File: src/hw/fcp_defines.svh
// named offsets, bit positions, command codes and reset values
// assumes inclusion by bare name from the package and the design module
`ifndef FCP_DEFINES_SVH
`define FCP_DEFINES_SVH

// ****************************************************************
// register offsets on the plain register port
// ****************************************************************
`define FCP_OFS_DIV      3'h0
`define FCP_OFS_PROT     3'h1
`define FCP_OFS_STAT     3'h2
`define FCP_OFS_CMD      3'h3
`define FCP_OFS_IRQ_STAT 3'h4
`define FCP_OFS_IRQ_MASK 3'h5

// ****************************************************************
// flash_status_reg fields
// ****************************************************************
`define FCP_ST_CBEF  7
`define FCP_ST_BUSY  6
`define FCP_ST_PVIOL 5
`define FCP_ST_ACCER 4

// ****************************************************************
// irq status / mask fields
// ****************************************************************
`define FCP_IRQ_ACCER 0
`define FCP_IRQ_PVIOL 1
`define FCP_IRQ_DONE  2

// ****************************************************************
// command codes
// ****************************************************************
`define FCP_CMD_BLANK 8'h05
`define FCP_CMD_BYTE  8'h20
`define FCP_CMD_BURST 8'h25
`define FCP_CMD_PAGE  8'h40
`define FCP_CMD_MASS  8'h41

// ****************************************************************
// protection and reset values
// ****************************************************************
`define FCP_PROT_DIS_BIT 0
`define FCP_PAGE_ONES    9'h1ff
`define FCP_PROT_RST     8'hff
`define FCP_BYTE_ZERO    8'h00
`define FCP_ADDR_ZERO    16'h0000
`define FCP_IRQ_ZERO     3'h0

`endif

File: src/hw/fcp_pkg.sv
// types shared by the flash command guard
// assumes fcp_defines.svh is on the include path
package fcp_pkg;
  `include "fcp_defines.svh"

  // ****************************************************************
  // command sequence states
  // ****************************************************************
  typedef enum logic [1:0] {
    SEQ_IDLE,      // waiting for the array address write
    SEQ_ADDR,      // address taken, waiting for the command code
    SEQ_CMD        // code taken, waiting for the launch write
  } fcp_seq_t;

  // one register port access, carried as a group
  typedef struct packed {
    logic [2:0] addr;
    logic [7:0] wdata;
    logic       wr;
    logic       rd;
    logic       dbg;
  } fcp_req_t;

  // command handed to the flash array
  typedef struct packed {
    logic [7:0]  code;
    logic [15:0] addr;
  } fcp_cmd_t;
endpackage

File: src/hw/fcp_flash_guard.sv
// flash command protocol checker and block protection
// assumes one 250 MHz clock, inputs synchronous, RST async active high
//
// Our own choices: the strobed register port and the address map.
`timescale 1ns/1ps
`include "fcp_defines.svh"

// How it works
// - violation sets sticky error; write one clears
// - array write before divider write is error
// - array write while buffer not empty errors
// - second array write per command errors
// - second command code write errors
// - control write after address, except command, errors
// - only five command codes are legal
// - after code, only launching status write among control accesses
// - status write clearing buffer flag launches
// - stop during program or erase aborts, errors
// - secured debug may not program or page-erase
// - writing zero to buffer flag mid-sequence errors
// - protected region refuses program and erase
// - region runs from 512-byte boundary to top
// - protection loaded from nonvolatile byte after reset
// - only debug accesses may write protection
// - select bits plus ones form last free address
module fcp_flash_guard
  import fcp_pkg::*;
#(
  parameter int CMD_CYCLES = 16   // cycles a launched command stays busy
) (
  input  wire logic        CLOCK,
  input  wire logic        RST,
  input  wire logic [2:0]  ADDR,
  input  wire logic [7:0]  WDATA,
  input  wire logic        WR,
  input  wire logic        RD,
  input  wire logic        DBG_ACCESS,
  output logic      [7:0]  RDATA,
  input  wire logic        ARRAY_WR,
  input  wire logic [15:0] ARRAY_ADDR,
  input  wire logic        SECURED,
  input  wire logic        STOP_ENTRY,
  input  wire logic [7:0]  NV_PROT_BYTE,
  output logic             FL_START,
  output logic      [7:0]  FL_CMD,
  output logic      [15:0] FL_ADDR,
  output logic             FL_ABORT,
  output logic             ACC_ERR,
  output logic             PROT_VIOL,
  output logic             CBEF,
  output logic             BUSY,
  output logic             IRQ
);

  localparam int CW = $clog2(CMD_CYCLES + 1);   // busy counter width
  localparam logic [CW-1:0] CNT_LOAD = CW'(CMD_CYCLES);
  localparam logic [CW-1:0] CNT_ONE  = CW'(1);
  localparam logic [CW-1:0] CNT_ZERO = '0;

  // ****************************************************************
  // state
  // ****************************************************************
  fcp_req_t       req;            // bundled register access
  fcp_seq_t       state;          // command entry progress
  fcp_seq_t       next_state;     // progress after this cycle
  fcp_cmd_t       pend;           // command being entered
  logic           div_written;    // divider set since reset
  logic [7:0]     prot;           // protection_reg
  logic           prot_loaded;    // nonvolatile byte copied in
  logic [CW-1:0]  cnt;            // busy countdown
  logic [2:0]     irq_stat;       // sticky event bits
  logic [2:0]     irq_mask;       // event enables
  logic           err_event;      // some violation this cycle
  logic           launch;         // valid launch write
  logic           refuse;         // launch hits protected flash
  logic           stop_abort;     // stop while program or erase
  logic           done_event;     // busy countdown expires
  logic           wr_div;
  logic           wr_prot;
  logic           wr_stat;
  logic           wr_cmd;
  logic           ctl_sel;        // address is a flash control reg
  logic           code_legal;
  logic           code_restricted;
  logic [15:0]    last_free;      // last unprotected address
  logic           prot_on;        // protection enabled

  assign req = '{addr: ADDR, wdata: WDATA, wr: WR, rd: RD, dbg: DBG_ACCESS};

  // ****************************************************************
  // decode
  // ****************************************************************
  assign ctl_sel = (req.addr == `FCP_OFS_DIV)  || (req.addr == `FCP_OFS_PROT)
                || (req.addr == `FCP_OFS_STAT) || (req.addr == `FCP_OFS_CMD);
  assign wr_div  = req.wr && (req.addr == `FCP_OFS_DIV);
  assign wr_prot = req.wr && (req.addr == `FCP_OFS_PROT);
  assign wr_stat = req.wr && (req.addr == `FCP_OFS_STAT);
  assign wr_cmd  = req.wr && (req.addr == `FCP_OFS_CMD);

  // only five codes are accepted
  assign code_legal = (req.wdata == `FCP_CMD_BLANK)
                   || (req.wdata == `FCP_CMD_BYTE)
                   || (req.wdata == `FCP_CMD_BURST)
                   || (req.wdata == `FCP_CMD_PAGE)
                   || (req.wdata == `FCP_CMD_MASS);
  // codes a secured debug port may not issue
  assign code_restricted = (req.wdata == `FCP_CMD_BYTE)
                        || (req.wdata == `FCP_CMD_BURST)
                        || (req.wdata == `FCP_CMD_PAGE);

  // select bits on top, ones below: a 512-byte granule boundary
  assign last_free = {prot[7:1], `FCP_PAGE_ONES};
  // cleared disable bit turns protection on
  assign prot_on   = !prot[`FCP_PROT_DIS_BIT];

  // ****************************************************************
  // violation and launch detection
  // ****************************************************************
  // a set error flag freezes command entry; further strobes are
  // simply ignored rather than compounded into new errors
  always_comb begin
    err_event  = 1'b0;
    launch     = 1'b0;
    refuse     = 1'b0;
    next_state = state;
    if (stop_abort) begin
      err_event = 1'b1;
    end
    if (!ACC_ERR) begin
      if (ARRAY_WR) begin
        if (!div_written) begin
          err_event = 1'b1;
        end else if (!CBEF) begin
          err_event = 1'b1;
        end else if (state != SEQ_IDLE) begin
          err_event = 1'b1;
        end else begin
          next_state = SEQ_ADDR;
        end
      end
      if (wr_cmd) begin
        if (state != SEQ_ADDR) begin
          err_event = 1'b1;
        end else if (!code_legal) begin
          err_event = 1'b1;
        end else if (req.dbg && SECURED && code_restricted) begin
          err_event = 1'b1;
        end else begin
          next_state = SEQ_CMD;
        end
      end
      // after the address the command register is the only control register that may be written
      if (state == SEQ_ADDR && req.wr && ctl_sel && !wr_cmd) begin
        err_event = 1'b1;
      end
      // after the code the launching status write is the only control register access allowed
      if (state == SEQ_CMD && ((req.rd && ctl_sel)
          || (req.wr && ctl_sel && !wr_stat))) begin
        err_event = 1'b1;
      end
      // zero to the buffer flag mid-sequence is a cancel attempt
      if (wr_stat && !req.wdata[`FCP_ST_CBEF] && state != SEQ_IDLE) begin
        err_event = 1'b1;
      end
      if (wr_stat && req.wdata[`FCP_ST_CBEF] && state == SEQ_CMD) begin
        launch     = 1'b1;
        next_state = SEQ_IDLE;
        // blank check never alters flash, so it is never refused
        if (prot_on && pend.code != `FCP_CMD_BLANK) begin
          refuse = (pend.code == `FCP_CMD_MASS)
                || (pend.addr > last_free);
        end
      end
    end
    if (err_event) begin
      launch     = 1'b0;
      refuse     = 1'b0;
      next_state = SEQ_IDLE;
    end
  end

  // stop is only fatal to commands that change the array
  assign stop_abort = STOP_ENTRY && BUSY && (FL_CMD != `FCP_CMD_BLANK);
  assign done_event = BUSY && (cnt == CNT_ONE) && !stop_abort;

  // ****************************************************************
  // sequence state and pending command
  // ****************************************************************
  always_ff @(posedge CLOCK or posedge RST) begin
    if (RST) begin
      state <= SEQ_IDLE;
      pend  <= '{code: `FCP_BYTE_ZERO, addr: `FCP_ADDR_ZERO};
    end else begin
      state <= next_state;
      if (next_state == SEQ_ADDR && state == SEQ_IDLE) begin
        pend.addr <= ARRAY_ADDR;
      end
      if (next_state == SEQ_CMD && state == SEQ_ADDR) begin
        pend.code <= req.wdata;
      end
    end
  end

  // ****************************************************************
  // divider written flag; the divide value itself lives elsewhere
  // ****************************************************************
  always_ff @(posedge CLOCK or posedge RST) begin
    if (RST) begin
      div_written <= 1'b0;
    end else if (wr_div && !err_event) begin
      div_written <= 1'b1;
    end
  end

  // ****************************************************************
  // protection register: load after reset, debug writes only
  // ****************************************************************
  always_ff @(posedge CLOCK or posedge RST) begin
    if (RST) begin
      prot        <= `FCP_PROT_RST;
      prot_loaded <= 1'b0;
    end else if (!prot_loaded) begin
      prot        <= NV_PROT_BYTE;
      prot_loaded <= 1'b1;
    end else if (wr_prot && req.dbg && state == SEQ_IDLE) begin
      prot <= req.wdata;
    end
  end

  // ****************************************************************
  // error and protection flags; a new event beats the clear
  // ****************************************************************
  always_ff @(posedge CLOCK or posedge RST) begin
    if (RST) begin
      ACC_ERR   <= 1'b0;
      PROT_VIOL <= 1'b0;
    end else begin
      if (err_event) begin
        ACC_ERR <= 1'b1;
      end else if (wr_stat && req.wdata[`FCP_ST_ACCER]) begin
        ACC_ERR <= 1'b0;
      end
      if (refuse) begin
        PROT_VIOL <= 1'b1;
      end else if (wr_stat && req.wdata[`FCP_ST_PVIOL]) begin
        PROT_VIOL <= 1'b0;
      end
    end
  end

  // ****************************************************************
  // execution: buffer flag, busy countdown, array handshake
  // ****************************************************************
  always_ff @(posedge CLOCK or posedge RST) begin
    if (RST) begin
      CBEF     <= 1'b1;
      BUSY     <= 1'b0;
      cnt      <= CNT_ZERO;
      FL_START <= 1'b0;
      FL_ABORT <= 1'b0;
      FL_CMD   <= `FCP_BYTE_ZERO;
      FL_ADDR  <= `FCP_ADDR_ZERO;
    end else begin
      FL_START <= 1'b0;
      FL_ABORT <= 1'b0;
      if (launch && !refuse) begin
        CBEF     <= 1'b0;
        BUSY     <= 1'b1;
        cnt      <= CNT_LOAD;
        FL_START <= 1'b1;
        FL_CMD   <= pend.code;
        FL_ADDR  <= pend.addr;
      end else if (stop_abort) begin
        CBEF     <= 1'b1;
        BUSY     <= 1'b0;
        cnt      <= CNT_ZERO;
        FL_ABORT <= 1'b1;
      end else if (BUSY) begin
        cnt <= cnt - CNT_ONE;
        if (done_event) begin
          CBEF <= 1'b1;
          BUSY <= 1'b0;
        end
      end
    end
  end

  // ****************************************************************
  // interrupt status, mask and output
  // ****************************************************************
  always_ff @(posedge CLOCK or posedge RST) begin
    if (RST) begin
      irq_stat <= `FCP_IRQ_ZERO;
      irq_mask <= `FCP_IRQ_ZERO;
      IRQ      <= 1'b0;
    end else begin
      // set wins over a write-one clear in the same cycle
      irq_stat[`FCP_IRQ_ACCER] <= err_event || (irq_stat[`FCP_IRQ_ACCER]
        && !(req.wr && req.addr == `FCP_OFS_IRQ_STAT
             && req.wdata[`FCP_IRQ_ACCER]));
      irq_stat[`FCP_IRQ_PVIOL] <= refuse || (irq_stat[`FCP_IRQ_PVIOL]
        && !(req.wr && req.addr == `FCP_OFS_IRQ_STAT
             && req.wdata[`FCP_IRQ_PVIOL]));
      irq_stat[`FCP_IRQ_DONE] <= done_event || (irq_stat[`FCP_IRQ_DONE]
        && !(req.wr && req.addr == `FCP_OFS_IRQ_STAT
             && req.wdata[`FCP_IRQ_DONE]));
      if (req.wr && req.addr == `FCP_OFS_IRQ_MASK) begin
        irq_mask <= req.wdata[2:0];
      end
      IRQ <= |(irq_stat & irq_mask);
    end
  end

  // ****************************************************************
  // read data, one cycle after the strobe; unmapped reads zero
  // ****************************************************************
  always_ff @(posedge CLOCK or posedge RST) begin
    if (RST) begin
      RDATA <= `FCP_BYTE_ZERO;
    end else if (req.rd) begin
      unique case (req.addr)
        `FCP_OFS_DIV:      RDATA <= {7'h00, div_written};
        `FCP_OFS_PROT:     RDATA <= prot;
        `FCP_OFS_STAT:     RDATA <= {CBEF, BUSY, PROT_VIOL, ACC_ERR, 4'h0};
        `FCP_OFS_CMD:      RDATA <= pend.code;
        `FCP_OFS_IRQ_STAT: RDATA <= {5'h00, irq_stat};
        `FCP_OFS_IRQ_MASK: RDATA <= {5'h00, irq_mask};
        default:           RDATA <= `FCP_BYTE_ZERO;
      endcase
    end else begin
      RDATA <= `FCP_BYTE_ZERO;
    end
  end
endmodule

File: config.mk
export PLATFORM = sky130hd
export DESIGN_NAME = fcp_flash_guard
export DESIGN_NICKNAME = d
export VERILOG_FILES = /design/src/hw/fcp_pkg.sv /design/src/hw/fcp_flash_guard.sv
export VERILOG_INCLUDE_DIRS = /design/src /design/src/hw
export SDC_FILE = /design/constraint.sdc
export NUM_CORES = 1
export LEC_CHECK = 0
export BUFFER_PORTS_ARGS = -buffer_cell sky130_fd_sc_hd__buf_2
export CAP_MARGIN = 20
export CORE_UTILIZATION = 40
export CTS_BUF_LIST = sky130_fd_sc_hd__clkbuf_4 sky130_fd_sc_hd__clkbuf_8 sky130_fd_sc_hd__clkbuf_16
export CTS_CLUSTER_DIAMETER = 50
export DETAILED_ROUTE_END_ITERATION = 12
export GPL_TIMING_DRIVEN = 0
export SYNTH_ARGS = -nofsm -noshare
export SYNTH_HDL_FRONTEND = slang
export SYNTH_SLANG_ARGS = --single-unit
File: constraint.sdc
create_clock -name CLOCK -period 2.7 [get_ports CLOCK]
set_input_delay 0 -clock CLOCK [delete_from_list [all_inputs] [get_ports CLOCK]]
set_output_delay 0 -clock CLOCK [all_outputs]
set_load 0.03 [all_outputs]
### Word-level counts from Yosys, hierarchy flattened

Index checks and enable logic that the tools add are counted.

* add/subtract/negate cells: 1
* magnitude comparators: 1
* equality and inequality tests: 20
* muxes and demuxes: 52
* bitwise gates (word level): 1
* reduce and logical (&&, ||, !) cells: 71

Operator list (count)
* 8-bit one-hot mux with 6 select lines: 1
* 1-bit logical AND: 38
* 1-bit 2-to-1 mux: 34
* 8-bit by 7-bit == test with 1-bit output, second input constant: 3
* 8-bit 2-to-1 mux: 3
* 2-bit 2-to-1 mux: 11
* 8-bit by 6-bit == test with 1-bit output, second input constant: 2
* 16-bit greater-than comparator: 1
* 8-bit by 3-bit inequality test with 1-bit output, second input constant: 2
* 5-bit 2-to-1 mux: 3
* 1-bit logical OR: 14
* 1-bit zero test: 10
* 8-bit by 3-bit == test with 1-bit output, second input constant: 1
* 3-bit by 2-bit == test with 1-bit output, second input constant: 2
* 3-bit == test, second input constant: 2
* 2-bit nonzero test: 3
* 3-bit nonzero test: 2
* 5-bit by 1-bit == test with 1-bit output, second input constant: 1
* 5-bit by 1-bit subtractor with 5-bit output, second input constant: 1
* 2-bit by 1-bit == test with 1-bit output, second input constant: 2
* 2-bit == test, second input constant: 2
* 2-bit by 1-bit inequality test with 1-bit output, second input constant: 2
* 3-bit AND: 1
* 3-bit by 1-bit == test with 1-bit output, second input constant: 1
* other kinds (4): 4

* register bits after elaboration: 86
* input port bits: 43
* output and inout port bits: 39
* word-level logic and storage cells: 165

### Depth between registers and ports, before layout

Gate-level depths: netlist of run 1.

* depth in word-level cells: 20
* gate-level depth with buffers: 9

### Worst setup path before layout of run 1

No wires, ideal clock.

* kind: register -> register
* from: reg FL_CMD[4]
* to: reg pend[0] (netlist bit)
* setup time: 0.125 ns
* data arrival time: 2.774 ns
* data required time: 2.575 ns
* path slack: -0.199 ns
* cell stages (with the launch flop): 9
* buffers on the path: 2
* cell sequence: dfrtp_1 > or4_4 > o211ai_4 > and2_4 > a32oi_2 > or4b_1 > buf_6 > buf_8 > mux2_4

* longest elaborated chain between the ends: 18

RTL lines
* from (decl): line fcp_flash_guard.sv:45 `output logic [7:0] FL_CMD,`
* from (signal assigned): line fcp_flash_guard.sv:261 `` FL_CMD <= `FCP_BYTE_ZERO; ``
* from (signal assigned): line fcp_flash_guard.sv:271 `FL_CMD <= pend.code;`
* 8-bit by 3-bit inequality test with 1-bit output (no source line) *
* 1-bit logical AND *: line fcp_flash_guard.sv:183 `` assign stop_abort = STOP_ENTRY && BUSY && (FL_CMD != `FCP_CMD_BLANK); ``
* 1-bit 2-to-1 mux *: line fcp_flash_guard.sv:126 `if (stop_abort) begin`
* 1-bit 2-to-1 mux: line fcp_flash_guard.sv:135 `end else if (state != SEQ_IDLE) begin`
* 1-bit 2-to-1 mux: line fcp_flash_guard.sv:133 `end else if (!CBEF) begin`
* 1-bit 2-to-1 mux: line fcp_flash_guard.sv:131 `if (!div_written) begin`
* 1-bit 2-to-1 mux: line fcp_flash_guard.sv:130 `if (ARRAY_WR) begin`
* 1-bit 2-to-1 mux: line fcp_flash_guard.sv:146 `end else if (req.dbg && SECURED && code_restricted) begin`
* [2 not listed]
* 1-bit 2-to-1 mux: line fcp_flash_guard.sv:141 `if (wr_cmd) begin`
* 1-bit 2-to-1 mux: line fcp_flash_guard.sv:153 `if (state == SEQ_ADDR && req.wr && ctl_sel && !wr_cmd) begin`
* 1-bit 2-to-1 mux: line fcp_flash_guard.sv:157 `if (state == SEQ_CMD && ((req.rd && ctl_sel)`
* 1-bit 2-to-1 mux: line fcp_flash_guard.sv:162 `` if (wr_stat && !req.wdata[`FCP_ST_CBEF] && state != SEQ_IDLE) begin ``
* 1-bit 2-to-1 mux *: line fcp_flash_guard.sv:129 `if (!ACC_ERR) begin`
* 2-bit 2-to-1 mux *: line fcp_flash_guard.sv:175 `if (err_event) begin`
* 2-bit by 1-bit == test with 1-bit output *: line fcp_flash_guard.sv:195 `if (next_state == SEQ_ADDR && state == SEQ_IDLE) begin`
* 1-bit logical AND *: line fcp_flash_guard.sv:195
* to (signal assigned): line fcp_flash_guard.sv:192 `` pend <= '{code: `FCP_BYTE_ZERO, addr: `FCP_ADDR_ZERO}; ``
* to (decl): line fcp_flash_guard.sv:66 `fcp_cmd_t pend;`

Every way passes the cells marked *; elsewhere a longest branch is shown, timed or not.
A chain may end at the register's enable or synchronous reset.

### Final worst setup path of run 1

* from: reg FL_CMD[4]
* to: reg pend[4] (netlist bit)

The elaborated chain is that of the path after synthesis.

==> flow_summary.toml, run 1 <==
[floorplanning]
fp.dieW_um = 103
die-height_um = 103
fp.dieArea_um2 = 10500
num_rows = 36
initial_utilization = 0.414
io_pins = 82
fp.coreArea_um2 = 9770

[setup_path]
required_ns = 2.94
arrival_ns = 2.91
end_kind = "flop"
path_class = "reg -> reg"
reg2reg_to = "pend[4]"
start_kind = "flop"
rrSetupSlack_ns = 0.03
reg2reg_depth = 7
crit_start = "FL_CMD[4]"
worstReg2RegStart = "FL_CMD[4]"
crit_path_end = "pend[4]"
cp_max_fo = 5

[timing]
worstMarginPinSlew_ns = 0.563
layout_min_cycle_time_ns = 2.67
finalCritPeriodShare = 0.989
max_freq_mhz = 374
hold_ws_ns = 0.0212
setup_viol = 0
hold_viol = 0
fin_skew_ns = 0.0124
layout_setup_ws_ns = 0.0294
slew_viol_final = 0
slew_headroom = 0.624
rsz0062_at_grt = "true"

[global_route]
grt_pass1_wl_um = 16000
antenna_found_initial = 0
gr-usage-all-layers = 0.201
grt_start_max_net_pins = 48
grt_pass1_vias = 3204
overflow = 0

[place]
place.gp.congestion = 0.866
place_ws_ns = -0.436
hpwl_um = 6840
io_buffers = 78

[layout]
register_area_um2 = 2170
diodes = 0
fin_nets = 539
multiInputGateArea_um2 = 1820
n_fill_cell = 886
drive_gt1_frac = 0.360
syn_to_final_growth_pct = 34.0

[detailed_routing]
routed_wl_um = 9770
route.antenna.remaining_nets = 0
vias = 3179
first_pass_iters = 4
drc = 0
drt_iter0_markers = 131
vias_per_cell = 5.09
routedWlPerCell_um = 15.7

[pwr]
comb_power_share = 0.116
total_leakage_power_uw = 0.00279
seqPwrFrac = 0.509
peakVddDrop_uv = 300
internal_power_uw = 2060
powerDensity_nw_per_um2 = 501
clock_power_share = 0.375
switchingPower_uw = 649
swShare = 0.239

[run]
cap_violations = 0

[run_status]
outcome = "finished, final reports clean"

[yosys]
syn_area_um2 = 4040
syn_area_per_cell_um2 = 11.5
synth_cell_types = 52
synth-async-reset-ratio = 1.00
synth_ff_type = "dfrtp_1"
synthCells = 351
synth_fp_nets = 403
synth_edf_count = 0
yosysWarnings = 0
ys_ff_latch = 86
synth_seq_area_share = 0.535

[cts]
root_buffer = "clkbuf_8"
clkSlewWorstSetupHoldPaths_ns = 0.08
cts-buffers-inserted = 9
clkSinkCount = 86
clockBufferDepth = 2
tritoncts = "built"
htree_levels = 3
worst_skew_pair.late_latency_ns = 0.35

[hold_path]
holdPathStages = 2
hold_path.class = "in -> reg"
-- cell usage in the layout (no fill, tap or decap), types with 9 or more instances in the layout --
| cell | n |
|---|---|
| clkbuf_8 | 11 |
| mux2_4 | 16 |
| buf_2 | 78 |
| mux2_2 | 29 |
| inv_1 | 15 |
| dfrtp_1 | 75 |
| nand2_1 | 26 |
| a21oi_1 | 17 |
| buf_4 | 10 |
| o21ai_0 | 14 |
| dfstp_2 | 9 |
| mux2i_1 | 11 |
| nor2_1 | 31 |
| nor2b_1 | 12 |
| dlygate4sd3_1 | 36 |
| ha_1 | 9 |
-- final cells by class --
class / count / area share
flip-flops and latches: 86 / 0.400
plain buffers: 12 / 0.0141
multi-input cells: 236 / 0.336
repair buffers: 126 / 0.166
well taps: 133 / 0.0307
inverters: 16 / 0.0115
clock buffers: 12 / 0.0293
clock inverters: 3 / 0.0127
-- kinds of logic (layout without fill, tap and decap cells) --
family          Yosys count  count (layout)  share of synthesized area
fa+ha+maj                 9               9                     0.0279
buf+inv                  29             169                     0.0316
mux                      57              57                      0.167
compound gates           55              55                     0.0913
other cells               1               1                   0.000928
simple gates            111             111                      0.139
flops                    86              86                      0.535
xor+xnor                  3               3                    0.00650
-- layer usage --
layer,routed length [um],up-vias,global-route usage,share of wire
li1,-,1509,-,-
met1,4220,1567,0.250,0.43
met2,4910,92,0.349,0.50
met3,509,11,0.0522,0.052
met4,121,0,0.0527,0.012
met5,0,-,0,0
-- cells in the mapped netlist (2+ instances only) --
library cell	instances	area share
a211oi_1	2	0.0037
a21o_1	3	0.0056
a21oi_1	17	0.021
a22o_1	2	0.0043
a22oi_1	4	0.0074
and2_1	2	0.0031
and3_1	4	0.0062
buf_1	4	0.0037
clkbuf_1	7	0.0065
dfrtp_1	77	0.48
dfstp_2	9	0.058
ha_1	9	0.028
inv_1	16	0.015
mux2_1	6	0.017
mux2_2	29	0.081
mux2_4	10	0.037
mux2i_1	11	0.027
nand2_1	26	0.024
nand2b_1	3	0.0046
nand3_1	8	0.0099
nand4_1	5	0.0077
nor2_1	32	0.030
nor2b_1	12	0.019
nor3_1	5	0.0062
nor3b_1	3	0.0056
nor4_1	2	0.0031
nor4b_1	2	0.0043
o21ai_0	15	0.019
or3_1	2	0.0031
xnor2_1	2	0.0043
-- state kept, by name, indices dropped and copies added (netlist names), 2 cells and up --
register  count
cnt           5
RDATA         8
FL_ADDR      16
pend         24
state         2
irq_mask      3
FL_CMD        8
irq_stat      3
prot          8
-- power by group through the flow --
stage	combinational [uW]	sequential, uW	clock [uW]
after floorplan	128	1420	0
after global placement	243	1400	0
after detailed placement	253	1400	0
after CTS	313	1380	1040
after global routing	348	1390	1100
final	316	1380	1020
-- what timing repair did --
item | in CTS | in global routing
gates resized for setup | 20 | 6
setup endpoints to repair | 50 | 38
pin swaps | 3 | 6
endpoints found under the hold margin | 66 | 0
gates cloned | 1 | 0
setup buffers | 9 | 1
hold buffers | 36 | 0
-- how the worst min path moves through the flow --
| stage | startpoint | to | slack (ns) |
|---|---|---|---|
| 2_1_floorplan | NV_PROT_BYTE[1] | prot[1] | 0.12 |
| 3_5_place_dp | RST | cnt[2] | 0.09 |
| 4_1_cts | WDATA[2] | irq_mask[2] | 0.001 |
| 5_1_grt | WDATA[2] | irq_mask[2] | 0.01 |
| 3_3_place_gp | ARRAY_ADDR[13] | pend[13] | 0.22 |
| 6_report | WDATA[2] | irq_mask[2] | 0.02 |
-- worst max-delay path, stage by stage (launching register included) --
cell and delay, ns:
dfrtp_2 0.41, or4_4 0.55, o211ai_4 0.21, and2_4 0.19
a32oi_4 0.12, or4b_4 0.61, buf_16 0.19, mux2_4 0.28
-- per-stage QoR --
step                      std cells  setup TNS, ns  instance area, um^2  total power (uW)   util
final                           624              0                 5420              2710  0.554
after global routing            624         -0.763                 5420              2840  0.554
after floorplan                 351         -0.798                 4050              1550      -
after detailed placement        563         -12.87                 4630              1650  0.474
after global placement          562         -53.56                 4600              1650  0.471
after CTS                       623         -0.735                 5390              2730  0.551
No activity file was read; power rests on OpenSTA's default activity.
==> inputs of run 2 (changes only) <==
--- a/config.mk
+++ b/config.mk
@@ -6,8 +6,10 @@
 export SDC_FILE = /design/constraint.sdc
 export NUM_CORES = 1
 export LEC_CHECK = 0
+export ABC_CLOCK_PERIOD_IN_PS = 2700
 export BUFFER_PORTS_ARGS = -buffer_cell sky130_fd_sc_hd__buf_2
 export CAP_MARGIN = 20
+export CORE_ASPECT_RATIO = 0.9
 export CORE_UTILIZATION = 40
 export CTS_BUF_LIST = sky130_fd_sc_hd__clkbuf_4 sky130_fd_sc_hd__clkbuf_8 sky130_fd_sc_hd__clkbuf_16
 export CTS_CLUSTER_DIAMETER = 50
==> flow_summary.toml, run 2 (synthesized netlist as in run 1, its figures left out) <==
[run_status]
outcome = "finished, final reports clean"

[place]
dpl-instance-area_um2 = 4620
io_buffers = 78
place_ws_ns = -0.410
hpwl_um = 7080
place.gp.congestion = 0.861

[cts]
clkSinkCount = 86
root_buffer = "clkbuf_8"
tritoncts = "built"
clockBufferDepth = 2
htree_levels = 3
worst_skew_pair.late_latency_ns = 0.36
cts-buffers-inserted = 9
clkSlewWorstSetupHoldPaths_ns = 0.09

[global_route]
grt_pass1_vias = 3139
grt_pass1_wl_um = 16200
antenna_found_initial = 0
gr-usage-all-layers = 0.202
overflow = 0
grt_start_max_net_pins = 66

[detailed_routing]
first_pass_iters = 4
route.antenna.remaining_nets = 0
routed_wl_um = 9970
vias_per_cell = 5.17
drt_iter0_markers = 111
vias = 3203
drc = 0
routedWlPerCell_um = 16.1

[setup_path]
crit_buf_inv = 1
start_kind = "flop"
arrival_ns = 2.94
end_kind = "flop"
slowest_delay_ns = 0.62
required_ns = 2.95
crit_path_top_delay_cell = "or4b_4"
path_delay_family = "simple AND/OR/NAND/NOR gates"
path_cells = "or4_4 -> o211ai_4 -> and2_4 -> a32oi_4 -> or4b_4 -> buf_12 -> mux2_4"
path_class = "reg -> reg"
cp_max_fo = 8

[layout]
multiInputGateArea_um2 = 1830
largest_reg_flops = 24
final_common_cell = "buf_2"
syn_to_final_growth_pct = 33.8
design_area_um2 = 5410
reg.largest.list = "pend (24), FL_ADDR (16)"
largest_register = "pend"
n_fill_cell = 852
fin_nets = 541
drive_gt1_frac = 0.354
post-route-util = 0.555
diodes = 0
register_area_um2 = 2170
final_cell_mix = "buf_2 (78), dfrtp_1 (75), dlygate4sd3_1 (39)"

[floorplanning]
fp.coreArea_um2 = 9740
die-height_um = 97.4
num_rows = 34
fp.dieW_um = 108
io_pins = 82
fp.dieArea_um2 = 10500
initial_utilization = 0.415

[pwr]
switchingPower_uw = 689
comb_power_share = 0.122
clock_power_share = 0.355
total_leakage_power_uw = 0.00277
peakVddDrop_uv = 268
powerDensity_nw_per_um2 = 487
seqPwrFrac = 0.523
swShare = 0.261
internal_power_uw = 1950

[run]
cap_violations = 0

[timing]
layout_setup_ws_ns = 0.00650
layout_min_cycle_time_ns = 2.69
fin_skew_ns = 0.0123
slew_viol_final = 0
slew_headroom = 0.602
finalCritPeriodShare = 0.998
hold_ws_ns = 0.0697
setup_viol = 0
worstMarginPinSlew_ns = 0.596
max_freq_mhz = 371
hold_viol = 0
tns_ns = 0
rsz0062_at_grt = "true"

[hold_path]
hold_path.class = "in -> reg"
## run 2: cell types whose count changed in the layout (fill, tap and decap cells not counted), sizes merged
cell,change
dlygate4sd3,+3
bufinv,-1
buf,-1
clkbuf,-2
clkinv,+1
inv,+2
clkinvlp,+1
## run 2: cell type report
| cell class | count | area share |
|---|---|---|
| inverter | 16 | 0.0116 |
| timing repair buffer | 128 | 0.168 |
| buffer | 12 | 0.0141 |
| sequential | 86 | 0.400 |
| clock inverter | 6 | 0.0127 |
| tap | 126 | 0.0291 |
| clock buffer | 10 | 0.0254 |
| multi-input combinational | 236 | 0.339 |
## run 2: final timing paths
check / start / end / cells past startpoint / slack, ns
max reg2reg: FL_CMD[4] / pend[5] / 7 / 0.006
min reg2reg: FL_ADDR[15] / FL_ADDR[15] / 1 / 0.51
max: FL_CMD[4] / pend[5] / 7 / 0.006
min: WR / irq_mask[0] / 3 / 0.07
max in group asynchronous: RST / prot[4] / 4 / 1.91
min in group asynchronous: RST / FL_START / 3 / 0.14
## run 2: what timing repair did
action | 4_1_cts | 5_1_grt
setup endpoints to repair | 50 | 47
resized for setup | 13 | 14
cloned | 1 | 0
setup buffers | 5 | 4
hold buffers | 39 | 0
pin swaps | 5 | 7
hold endpoints to repair | 116 | 0
## run 2: power by group through the flow
stage                     Sequential, uW  Combinational (uW)  Clock, uW
after floorplan                     1420                 128          0
after global placement              1400                 246          0
after detailed placement            1400                 255          0
after CTS                           1380                 311        955
after global routing                1380                 349       1000
final                               1380                 322        936
## run 2: stage by stage
step	cells	power, uW
after floorplan	351	1550
after global routing	620	2740
after CTS	616	2640
after global placement	555	1650
final	620	2640
after detailed placement	556	1660
## run 2: worst min-delay path, delay by kind of cell
family                 cells  cell delay, ns
AND/OR/NAND/NOR            1            0.17
AO/OA/AOI/OAI              1            0.09
buffers and inverters      1            0.13
## run 2: metal layers
metal	track usage	vias to the layer above	part of all wire
li1	-	1519	-
met1	0.290	1580	0.47
met2	0.298	87	0.46
met3	0.0315	17	0.039
met4	0.0948	0	0.026
met5	0	-	0
